`config.mk`:
```
export PLATFORM = sky130hd
export DESIGN_NAME = rcs_core
export DESIGN_NICKNAME = d
export VERILOG_FILES = /design/src/design/rcs_pkg.sv /design/src/design/rcs_core.sv
export SDC_FILE = /design/constraint.sdc
export NUM_CORES = 2
export LEC_CHECK = 0
export BUFFER_PORTS_ARGS = -buffer_cell sky130_fd_sc_hd__buf_2
export CAP_MARGIN = 15
export CORE_AREA = 5 5 381 383
export CTS_BUF_LIST = sky130_fd_sc_hd__clkbuf_16
export DETAILED_ROUTE_END_ITERATION = 8
export DIE_AREA = 0 0 386 388
export PLACE_DENSITY = 0.65
export SLEW_MARGIN = 20
export SYNTH_ARGS = -nofsm -noshare
export SYNTH_HDL_FRONTEND = slang
export SYNTH_SLANG_ARGS = --single-unit
```
`constraint.sdc`:
```
create_clock -name ref_clk -period 5.35 [get_ports ref_clk]
set_clock_uncertainty 0.15 [all_clocks]
set_input_delay 1.07 -clock ref_clk [delete_from_list [all_inputs] [get_ports ref_clk]]
set_output_delay 1.07 -clock ref_clk [all_outputs]
set_load 0.01 [all_outputs]
```
`src/design/rcs_pkg.sv`:
```
// Summary of operation
// - status query returns weighted sum of set bits
// - enable mask gates bits onto summary
// - latched copy sets on condition, clears on read
// - network query reports link status code one to nine
// - unconfigured network reports all-zero addresses
// - output mode codes zero through six
// - monitor and warm-up only on outputs 3, 4
// - control input selects sensor or mirrored output
// - power-up flag keeps output on after power cycle
// - gains and setpoint stored per output loop
// - ramp enable per loop, rate 0.1 to 100
// - unsigned rate moves working setpoint both ways
// - zero rate steps setpoint immediately
// - ramp status one while still moving
// - range codes 0-3 heaters, 0-1 analog outputs
// - range ignored when off, monitor always on
// - input flags weighted, zero means valid reading
// - alarm relay follows low, high or either alarm
// - two relays, status zero off one energised
// - analog output setpoint valid only in warm-up
// - curve generation takes base, destination, serial, points
// - curve generation refused from version 3.0
package rcs_pkg;
	// register addresses
	localparam logic [7:0] A_OPERATIONAL_CONDITION_QUERY = 8'h00;
	localparam logic [7:0] A_OPERATIONAL_CONDITION_MASK_WRITE = 8'h01;
	localparam logic [7:0] A_LATCHED_CONDITION_QUERY = 8'h02;
	localparam logic [7:0] A_NETST = 8'h03;
	localparam logic [7:0] A_NETADR = 8'h04;
	localparam logic [7:0] A_MODE = 8'h10;
	localparam logic [7:0] A_RANGE = 8'h14;
	localparam logic [7:0] A_LOOP_TARGET_SET = 8'h18;
	localparam logic [7:0] A_WORK = 8'h1c;
	localparam logic [7:0] A_GAIN = 8'h20;
	localparam logic [7:0] A_RAMP = 8'h30;
	localparam logic [7:0] A_SETPOINT_SLEW_STATE_QUERY = 8'h32;
	localparam logic [7:0] A_INPUT_READING_FLAGS_QUERY = 8'h34;
	localparam logic [7:0] A_RELAY = 8'h38;
	localparam logic [7:0] A_RELAY_STATE_QUERY = 8'h3a;
	localparam logic [7:0] A_CAL = 8'h3c;
	localparam logic [7:0] A_ERR = 8'h3f;
	localparam logic [7:0] A_CALPT = 8'h40;
	// counts of things
	localparam int N_OUT = 4;
	localparam int N_LOOP = 2;
	localparam int N_NET = 5;
	localparam int N_PT = 6;
	localparam int N_GAIN = 3;
	// output modes
	localparam logic [2:0] M_OFF = 3'h0;
	localparam logic [2:0] M_PID = 3'h1;
	localparam logic [2:0] M_MIRROR = 3'h6;
	localparam logic [2:0] M_MON = 3'h4;
	localparam logic [2:0] M_WARM = 3'h5;
	localparam logic [3:0] IN_MAX = 4'h8;
	localparam logic [3:0] MIR_MAX = 4'h4;
	localparam logic [1:0] RNG_HEAT_MAX = 2'h3;
	localparam logic [1:0] RNG_ANA_MAX = 2'h1;
	// write-data field positions
	localparam int F_MODE = 0;
	localparam int F_IN = 4;
	localparam int F_PWR = 8;
	localparam int F_RATE = 0;
	localparam int F_REN = 16;
	localparam int F_RSEL = 2;
	localparam int F_RTYPE = 4;
	localparam int F_DEST = 8;
	localparam int F_SN = 16;
	// ramp rate in tenths of K/min, setpoint in tenths of mK
	localparam logic [9:0] RATE_MAX = 10'h3e8;
	localparam int RAMP_TICK_MS = 60;
	localparam int CLK_HZ = 40000000;
	localparam int RAMP_TICK_CYC = CLK_HZ / 1000 * RAMP_TICK_MS;
	// input flag weights kept in the reading status
	localparam logic [7:0] RDG_MASK = 8'hf1;
	// relay modes and alarm types
	localparam logic [1:0] RLY_ON = 2'h1;
	localparam logic [1:0] RLY_ALARM = 2'h2;
	localparam logic [1:0] AT_LOW = 2'h0;
	localparam logic [1:0] AT_HIGH = 2'h1;
	// curve generation limits and removal version (tenths)
	localparam logic [2:0] CB_A = 3'h1;
	localparam logic [2:0] CB_B = 3'h6;
	localparam logic [2:0] CB_C = 3'h7;
	localparam logic [5:0] CD_MIN = 6'h15;
	localparam logic [5:0] CD_MAX = 6'h3b;
	localparam logic [3:0] SN_MAX = 4'ha;
	localparam logic [7:0] CAL_GONE_VER = 8'h1e;
	// error flag positions
	localparam int E_MODE = 0;
	localparam int E_IN = 1;
	localparam int E_RNG = 2;
	localparam int E_LOOP_TARGET_SET = 3;
	localparam int E_RATE = 4;
	localparam int E_CAL = 5;
	localparam int E_GONE = 6;
	localparam int E_ADDR = 7;

	// network facts from the link side
	typedef struct packed {
		logic [3:0] code;
		logic configured;
		logic [N_NET-1:0][31:0] addr;
	} rcs_net_t;

	// per-output loop settings
	typedef struct packed {
		logic [2:0] mode;
		logic [3:0] ctl_in;
		logic pwr_up;
		logic enabled;
		logic [1:0] range;
		logic on;
		logic [N_GAIN-1:0][15:0] gain;
		logic [31:0] target;
		logic [31:0] work;
	} rcs_out_t;

	// ramp setting of one heater loop
	typedef struct packed {
		logic en;
		logic [9:0] rate;
	} rcs_ramp_t;

	// relay configuration and drive
	typedef struct packed {
		logic [1:0] mode;
		logic [1:0] sel;
		logic [1:0] atype;
		logic on;
	} rcs_relay_t;

	// accepted curve generation request
	typedef struct packed {
		logic [2:0] base;
		logic [5:0] dest;
		logic [3:0] sn_len;
		logic [N_PT-1:0][31:0] pt;
	} rcs_cal_t;

	// all block state
	typedef struct packed {
		logic [7:0] op_mask;
		logic [7:0] op_latch;
		logic summary;
		rcs_out_t [N_OUT-1:0] out;
		rcs_ramp_t [N_LOOP-1:0] ramp;
		logic [31:0] tick_cnt;
		rcs_relay_t [1:0] relay;
		rcs_cal_t cal;
		logic cal_start;
		logic [7:0] err;
		logic [31:0] rdata;
	} rcs_state_t;

	// true when addr falls in [base, base+n)
	function automatic logic hit(input logic [7:0] addr, input logic [7:0] base,
		input logic [7:0] n);
		hit = (addr >= base) && (addr < base + n);
	endfunction : hit
endpackage : rcs_pkg

```
`src/design/rcs_core.sv`:
```
`timescale 1ns/1ps
module rcs_core import rcs_pkg::*; #(
	parameter int TICK_CYC = RAMP_TICK_CYC, // ramp step period in clocks
	parameter logic [7:0] FW_VER = 8'h14 // firmware version in tenths, arbitrary
) (
	input wire logic ref_clk,
	input wire logic rstn,
	input wire logic [7:0] bus_addr,
	input wire logic [31:0] bus_wdata,
	input wire logic bus_wr,
	input wire logic bus_rd,
	output logic [31:0] bus_rdata,
	input wire logic [7:0] op_live,
	input wire rcs_net_t net_info,
	input wire logic [3:0][7:0] rdg_flags,
	input wire logic [3:0] alarm_low,
	input wire logic [3:0] alarm_high,
	input wire logic power_restore,
	output logic op_summary,
	output rcs_out_t [N_OUT-1:0] loop_cfg,
	output logic [1:0] relay_on,
	output logic cal_start,
	output rcs_cal_t cal_req
);
	rcs_state_t st; // registered state
	rcs_state_t next_st; // next state
	logic tick; // ramp step strobe
	logic [N_LOOP-1:0] ramping; // working setpoint still moving
	logic [1:0] oi; // output index from address
	logic [31:0] rd_val; // read mux result

	assign oi = bus_addr[1:0];
	assign tick = (st.tick_cnt == 32'(TICK_CYC - 1));

	// ramp status per loop
	always_comb
	begin
		for (int l = 0; l < N_LOOP; l++)
		begin
			ramping[l] = (st.out[l].work != st.out[l].target);
		end
	end

	// checks on an output mode write
	function automatic logic mode_ok(input logic [1:0] idx, input logic [2:0] m);
		mode_ok = (m <= M_MIRROR) &&
			!((m == M_MON || m == M_WARM) && idx < 2'(N_LOOP));
	endfunction : mode_ok

	// checks on the control input field
	function automatic logic in_ok(input logic [2:0] m, input logic [3:0] ci);
		in_ok = (ci != 4'h0) && (m == M_MIRROR ? ci <= MIR_MAX : ci <= IN_MAX);
	endfunction : in_ok

	// read mux, live inputs and stored register state, no side effect here
	always_comb
	begin
		rd_val = '0;
		if (bus_addr == A_OPERATIONAL_CONDITION_QUERY)
		begin
			rd_val = {24'h0, op_live};
		end
		else if (bus_addr == A_OPERATIONAL_CONDITION_MASK_WRITE)
		begin
			rd_val = {24'h0, st.op_mask};
		end
		else if (bus_addr == A_LATCHED_CONDITION_QUERY)
		begin
			rd_val = {24'h0, st.op_latch};
		end
		else if (bus_addr == A_NETST)
		begin
			rd_val = {28'h0, net_info.code};
		end
		else if (hit(bus_addr, A_NETADR, 8'(N_NET)))
		begin
			// unconfigured interface reads as zero addresses
			rd_val = net_info.configured ?
				net_info.addr[3'(bus_addr - A_NETADR)] : '0;
		end
		else if (hit(bus_addr, A_MODE, 8'(N_OUT)))
		begin
			rd_val = {23'h0, st.out[oi].pwr_up, st.out[oi].ctl_in, 1'b0, st.out[oi].mode};
		end
		else if (hit(bus_addr, A_RANGE, 8'(N_OUT)))
		begin
			rd_val = {30'h0, st.out[oi].range};
		end
		else if (hit(bus_addr, A_LOOP_TARGET_SET, 8'(N_OUT)))
		begin
			rd_val = st.out[oi].target;
		end
		else if (hit(bus_addr, A_WORK, 8'(N_OUT)))
		begin
			rd_val = st.out[oi].work;
		end
		else if (hit(bus_addr, A_GAIN, 8'(4 * N_OUT)) && oi != 2'(N_GAIN))
		begin
			rd_val = {16'h0, st.out[bus_addr[3:2]].gain[oi]};
		end
		else if (hit(bus_addr, A_RAMP, 8'(N_LOOP)))
		begin
			rd_val = {15'h0, st.ramp[bus_addr[0]].en, 6'h0, st.ramp[bus_addr[0]].rate};
		end
		else if (hit(bus_addr, A_SETPOINT_SLEW_STATE_QUERY, 8'(N_LOOP)))
		begin
			rd_val = {31'h0, ramping[bus_addr[0]]};
		end
		else if (hit(bus_addr, A_INPUT_READING_FLAGS_QUERY, 8'(N_OUT)))
		begin
			rd_val = {24'h0, rdg_flags[oi] & RDG_MASK};
		end
		else if (hit(bus_addr, A_RELAY, 8'h2))
		begin
			rd_val = {26'h0, st.relay[bus_addr[0]].atype, st.relay[bus_addr[0]].sel,
				st.relay[bus_addr[0]].mode};
		end
		else if (hit(bus_addr, A_RELAY_STATE_QUERY, 8'h2))
		begin
			rd_val = {31'h0, st.relay[bus_addr[0]].on};
		end
		else if (bus_addr == A_CAL)
		begin
			rd_val = {12'h0, st.cal.sn_len, 2'h0, st.cal.dest, 5'h0, st.cal.base};
		end
		else if (bus_addr == A_ERR)
		begin
			rd_val = {24'h0, st.err};
		end
		else if (hit(bus_addr, A_CALPT, 8'(N_PT)))
		begin
			rd_val = st.cal.pt[3'(bus_addr - A_CALPT)];
		end
	end

	// next-state logic
	always_comb
	begin
		logic [7:0] err_set;
		logic [2:0] wm;
		logic [3:0] wi;
		logic [1:0] wr;
		logic mapped;
		logic alarm;
		err_set = '0;
		wm = bus_wdata[F_MODE +: 3];
		wi = bus_wdata[F_IN +: 4];
		wr = bus_wdata[1:0];
		mapped = 1'b1;
		alarm = 1'b0;
		next_st = st;
		next_st.cal_start = 1'b0;
		next_st.rdata = bus_rd ? rd_val : '0;
		next_st.tick_cnt = tick ? '0 : st.tick_cnt + 32'h1;
		// summary follows live bits under the mask
		next_st.summary = |(op_live & st.op_mask);
		// latched copy: reading clears, a new condition wins
		next_st.op_latch = ((bus_rd && bus_addr == A_LATCHED_CONDITION_QUERY) ? 8'h0 : st.op_latch)
			| op_live;
		// register writes
		if (bus_wr)
		begin
			if (bus_addr == A_OPERATIONAL_CONDITION_MASK_WRITE)
			begin
				next_st.op_mask = bus_wdata[7:0];
			end
			else if (hit(bus_addr, A_MODE, 8'(N_OUT)))
			begin
				if (!mode_ok(oi, wm))
				begin
					err_set[E_MODE] = 1'b1;
				end
				else if (!in_ok(wm, wi))
				begin
					err_set[E_IN] = 1'b1;
				end
				else
				begin
					next_st.out[oi].mode = wm;
					next_st.out[oi].ctl_in = wi;
					next_st.out[oi].pwr_up = bus_wdata[F_PWR];
				end
			end
			else if (hit(bus_addr, A_RANGE, 8'(N_OUT)))
			begin
				// heater outputs take four codes, analog outputs two
				if (wr > (oi < 2'(N_LOOP) ? RNG_HEAT_MAX : RNG_ANA_MAX) ||
					bus_wdata[31:2] != '0)
				begin
					err_set[E_RNG] = 1'b1;
				end
				else
				begin
					next_st.out[oi].range = wr;
					next_st.out[oi].enabled = 1'b1;
				end
			end
			else if (hit(bus_addr, A_LOOP_TARGET_SET, 8'(N_OUT)))
			begin
				// analog outputs only take a setpoint in warm-up
				if (oi >= 2'(N_LOOP) && st.out[oi].mode != M_WARM)
				begin
					err_set[E_LOOP_TARGET_SET] = 1'b1;
				end
				else
				begin
					next_st.out[oi].target = bus_wdata;
				end
			end
			else if (hit(bus_addr, A_GAIN, 8'(4 * N_OUT)) && oi != 2'(N_GAIN))
			begin
				next_st.out[bus_addr[3:2]].gain[oi] = bus_wdata[15:0];
			end
			else if (hit(bus_addr, A_RAMP, 8'(N_LOOP)))
			begin
				if (bus_wdata[F_RATE +: 10] > RATE_MAX)
				begin
					err_set[E_RATE] = 1'b1;
				end
				else
				begin
					next_st.ramp[bus_addr[0]].en = bus_wdata[F_REN];
					next_st.ramp[bus_addr[0]].rate = bus_wdata[F_RATE +: 10];
				end
			end
			else if (hit(bus_addr, A_RELAY, 8'h2))
			begin
				next_st.relay[bus_addr[0]].mode = bus_wdata[1:0];
				next_st.relay[bus_addr[0]].sel = bus_wdata[F_RSEL +: 2];
				next_st.relay[bus_addr[0]].atype = bus_wdata[F_RTYPE +: 2];
			end
			else if (hit(bus_addr, A_CALPT, 8'(N_PT)))
			begin
				next_st.cal.pt[3'(bus_addr - A_CALPT)] = bus_wdata;
			end
			else if (bus_addr == A_CAL)
			begin
				if (FW_VER >= CAL_GONE_VER)
				begin
					err_set[E_GONE] = 1'b1;
				end
				else if (!(wm == CB_A || wm == CB_B || wm == CB_C) ||
					bus_wdata[F_DEST +: 6] < CD_MIN || bus_wdata[F_DEST +: 6] > CD_MAX ||
					bus_wdata[F_SN +: 4] > SN_MAX)
				begin
					err_set[E_CAL] = 1'b1;
				end
				else
				begin
					next_st.cal.base = wm;
					next_st.cal.dest = bus_wdata[F_DEST +: 6];
					next_st.cal.sn_len = bus_wdata[F_SN +: 4];
					next_st.cal_start = 1'b1;
				end
			end
			else
			begin
				mapped = 1'b0;
			end
		end
		err_set[E_ADDR] = bus_wr && !mapped;
		// error flags: read clears, a new error wins
		next_st.err = ((bus_rd && bus_addr == A_ERR) ? 8'h0 : st.err) | err_set;
		// power cycle: outputs come back only where the flag asks
		if (power_restore)
		begin
			for (int o = 0; o < N_OUT; o++)
			begin
				next_st.out[o].enabled = st.out[o].pwr_up;
			end
		end
		// working setpoint ramps toward target on heater loops
		for (int o = 0; o < N_OUT; o++)
		begin
			if (o < N_LOOP && st.ramp[o].en && st.ramp[o].rate != '0)
			begin
				if (tick && $signed(st.out[o].target) > $signed(st.out[o].work))
				begin
					next_st.out[o].work = ($signed(st.out[o].target - st.out[o].work) >
						$signed({22'h0, st.ramp[o].rate})) ?
						st.out[o].work + {22'h0, st.ramp[o].rate} : st.out[o].target;
				end
				else if (tick && $signed(st.out[o].target) < $signed(st.out[o].work))
				begin
					next_st.out[o].work = ($signed(st.out[o].work - st.out[o].target) >
						$signed({22'h0, st.ramp[o].rate})) ?
						st.out[o].work - {22'h0, st.ramp[o].rate} : st.out[o].target;
				end
			end
			else
			begin
				next_st.out[o].work = st.out[o].target;
			end
			// drive: off never, monitor always, else range and enable
			if (st.out[o].mode == M_OFF)
			begin
				next_st.out[o].on = 1'b0;
			end
			else if (st.out[o].mode == M_MON)
			begin
				next_st.out[o].on = 1'b1;
			end
			else
			begin
				next_st.out[o].on = st.out[o].enabled && st.out[o].range != '0;
			end
		end
		// relays
		for (int r = 0; r < 2; r++)
		begin
			unique case (st.relay[r].atype)
				AT_LOW: alarm = alarm_low[st.relay[r].sel];
				AT_HIGH: alarm = alarm_high[st.relay[r].sel];
				default: alarm = alarm_low[st.relay[r].sel] | alarm_high[st.relay[r].sel];
			endcase
			next_st.relay[r].on = (st.relay[r].mode == RLY_ON) ||
				(st.relay[r].mode == RLY_ALARM && alarm);
		end
	end

	// state register
	always_ff @(posedge ref_clk)
	begin
		if (!rstn)
		begin
			st <= '0;
		end
		else
		begin
			st <= next_st;
		end
	end

	assign bus_rdata = st.rdata;
	assign op_summary = st.summary;
	assign loop_cfg = st.out;
	assign relay_on = {st.relay[1].on, st.relay[0].on};
	assign cal_start = st.cal_start;
	assign cal_req = st.cal;
endmodule : rcs_core

```
==> results.md <==
- The area growth from synthesis to layout is 17.6%.
- The DRC violations left is 0.
- The final reports fail on setup timing.
- Cells with a size suffix above 1 make up 29.2% of the layout.
- The run finished, with violations left.
- The worst setup path is launched from a flip-flop.
- Sequential cells were found to cover 29.4% of the synthesized design area.
- STA classifies the critical path endpoint as a flip-flop.
- The cell area that synthesis handed to floorplanning was approximately 0.056 mm².
- Row generation in the floorplan step produced 138 rows.
- After clock tree synthesis, the flow added hold-fix buffers numbering 0.
- After detailed routing, the total wire length is ~340000 µm.
- The setup path with the least slack is of type flip-flop to flip-flop.
- The core footprint is ~0.14 mm².
- The pin count of the biggest net entering global routing is 206.
- The root buffer cell chosen for the clock tree is clkbuf_16.
- The Yosys step of the flow raised 0 warnings.
- The part of the cycle the worst path needs is 102%.
- The via count of the first global-routing pass is 55700.
- Counting flops with an async set or reset pin after synthesis yields a share of 0%.
- The headroom to the max-slew limit is 14.7%.
- The final count of pins violating max slew came to 0.
- The tool flagged a number of max-cap violations equal to 0.
- Setup violations remaining at the end of the flow were counted as 16.
- At the end of the flow, the number of nets in the layout was a little over 8000.
- The total of flip-flops plus latches after synthesis is between 800 and 900.
- Across every metal layer, demand over resource in global routing totals 42.4%.
- Setup repair after global routing could not meet its margin everywhere.
- The overall overflow remaining after global route is 0.
- The die covers 0.150 mm².
- The required arrival time at the worst endpoint is around 6000 ps.
- The fmax is 184 MHz.
- The final HPWL from detailed placement is 266000 µm.
- The first global-routing pass estimated 451000 µm of wire.
- The post-placement setup slack is -718 ps.
- The proportion of netlist area held by the largest area contributor is 29.4%.
- The final weighted congestion in routability-driven placement is 1.06.
- The pre-antenna-repair detailed-routing pass consisted of 8 iterations.
- The routed layout has 61000 vias.
- Across the VDD grid, the largest voltage drop is 0.228 mV.
- Counting flops with a built-in enable in the synthesized netlist gives 0.
- The number of sinks handled by clock tree synthesis is slightly above 800.
- The count of distinct cell types in the synthesized netlist is roughly 100.
- The clock tree from TritonCTS is built.
- For the worst setup path, the data arrival time is 5970 ps.
- For the final routed database, the setup TNS stands at -706 ps.
- The top fanout value on the critical path is 8.
- The dominant synthesized flop cell is dfxtp_1.
- The number of clock buffers inserted by TritonCTS is between 90 and 100.
- Counting along the longest clock path gives a buffer depth of 3.
- Setup slack on the critical path of the routed design comes to -89.3 ps.
- Measured along the y axis, the die boundary spans roughly 390 µm.
- Averaged over all synthesized cells, the footprint is 8.02 µm².
- The initial antenna violation count came to 79.
- In the final routed layout, each cell accounts on average for 34.8 µm.
- From left edge to right edge, the die measures 386 µm.
- The min-delay analysis places its worst path in the category flip-flop to flip-flop.
- The number of endpoints with negative hold slack in the final report is 0.
- CTS built an H-tree with a depth of 3.
- Summed over all instances, the cell type with the most area after synthesis is dfxtp_1.
- Clock latency on the worst-skew pair, taken at its later pin, is 770 ps.
- The count of filler cells inserted in the layout is 14300.
- Subtracting the final worst setup slack from the clock period gives 5440 ps.
- The number of ports placed on the die boundary is slightly below 1000.
- By area the synthesized netlist is led by dfxtp_1, buf_4, mux4_2.
- The via density per instance is ~6.3.
- Once detail routing completed, the nets flagged for antenna violations numbered 0.
- After clock tree synthesis, the clock-pin slew on the worst setup and hold paths is 60 ps.
- Dividing total power by cell area gives a power density of 219 mW/mm².
- In this run the tool buffered the top-level ports with 982 buffer cells.
- The leakage power is about 29 nW.
- The transition time of the tightest slew-check pin is 1270 ps.
- After technology mapping, the gate count stands at approximately 7000.
- After the first detailed-routing iteration, the DRC count stood at 9220.
- The initial utilization of the core area, before any placement, comes to 39.9%.
- The total nets after synthesis is 7482.
through the flow:
| stage | hold slack (ps) | instance area (µm²) | total power [mW] | util (%) | instances |
|---|---|---|---|---|---|
| 2_1_floorplan | 276 | 56200 | 6.94 | - | 7011 |
| 3_3_place_gp | 291 | 62000 | 7.54 | 44.0 | 9402 |
| 3_5_place_dp | 303 | 62100 | 7.54 | 44.0 | 9404 |
| 4_1_cts | 317 | 65400 | 14.4 | 46.4 | 9578 |
| 5_1_grt | 336 | 66000 | 14.7 | 46.8 | 9616 |
| 6_report | 315 | 66100 | 14.5 | 46.9 | 9654 |
repair_timing:
action	4_1_cts	5_1_grt
endpoints found under the setup margin	49	63
pin swaps	14	75
setup buffers	5	21
gates resized for setup	22	104
cloned	0	1
cells in the mapped netlist, drive strengths merged (16+ instances only):
library cell    n
a211oi         41
a21o           54
a21oi         653
a221oi         60
a22oi         153
a31oi          38
and2          105
and3           66
and4           16
buf           819
clkbuf        388
dfxtp         826
ha            205
inv           207
mux2           18
mux2i         185
mux4          182
nand2         892
nand2b         23
nand3         174
nand4          92
nor2          658
nor2b          32
nor3           99
nor4           55
o211ai         39
o21a           40
o21ai         319
o21bai         19
o221ai         35
o2bb2ai        17
o31ai          39
or3            33
xnor2         107
xor2           46
registers in the layout, indices dropped and copies added, names as in the netlist:
signal and cells:
bus_rdata 32, cal_req 205, cal_start 1, loop_cfg 496, op_summary 1, relay_on 2, st 89
layout make-up:
type | instances | area, µm² | area share [%]
antenna | 56 | 140 | 0.212
clock buffer | 94 | 2350 | 3.56
clock inverter | 75 | 882 | 1.33
inverter | 211 | 800 | 1.21
multi-input combinational | 4767 | 32100 | 48.6
sequential | 826 | 16500 | 25.0
tap | 1890 | 2360 | 3.58
timing repair buffer | 1735 | 10900 | 16.5
final timing paths:
kind / cells past startpoint / to / from / slack [ps]
worst max-delay path: 23 / loop_cfg[142] / loop_cfg[124] / -90
worst min-delay path: 1 / st[260] / st[260] / 320
worst max register to register: 23 / loop_cfg[142] / loop_cfg[124] / -90
worst min register to register: 1 / st[260] / st[260] / 320
worst max-delay path, stage by stage, from the launching register on:
cell and delay, ps:
dfxtp_2 340, buf_4 170, ha_2 200, inv_2 40, fa_2 360, a21o_1 210
a221oi_2 320, o21ai_1 150, xor2_1 180, ha_1 320, nand4_1 100, or3_4 410
a222oi_1 300, o21ai_1 100, a2111o_1 300, nor4_2 250, and4_1 270, nand4_1 130
and2_4 200, buf_6 130, o21bai_4 300, buf_4 250, and3_1 170, a31o_2 90
metal layers:
layer	track usage [%]	share of wire, %	vias to the layer above
met4	22.4	6.5	18
met3	17.3	15	906
li1	-	-	25500
met2	61.4	41	4786
met1	53.7	37	29800
met5	0	0.076	-
cells in the final DEF (no fill, tap or decap), drive strengths merged, types with 15 or more instances in the layout:
cell type	instances
a211oi	41
a21o	54
a21oi	653
a221oi	60
a22oi	153
a31oi	38
and2	105
and3	66
and4	16
buf	1734
bufinv	15
clkbuf	94
clkinv	48
dfxtp	826
diode	56
ha	205
inv	219
mux2	18
mux2i	185
mux4	182
nand2	892
nand2b	23
nand3	174
nand4	92
nor2	658
nor2b	32
nor3	99
nor4	55
o211ai	39
o21a	40
o21ai	319
o21bai	19
o221ai	35
o2bb2ai	17
o31ai	39
or3	33
xnor2	107
xor2	46
power by group:
group | internal, mW | switching (mW) | total (mW)
logic | 0.402 | 0.922 | 1.32
registers | 6.17 | 0.0216 | 6.19
clock network | 3.95 | 3.00 | 6.95
kinds of logic after synthesis:
family | synth area share, %
AND/OR/NAND/NOR | 18.5
AO/OA/AOI/OAI | 19.4
buffers and inverters | 14.5
flip-flops | 29.4
multiplexers | 11.0
adder cells (fa/ha/maj) | 4.85
XOR/XNOR | 2.38
Note: power is estimated with default switching activity, not from simulation.
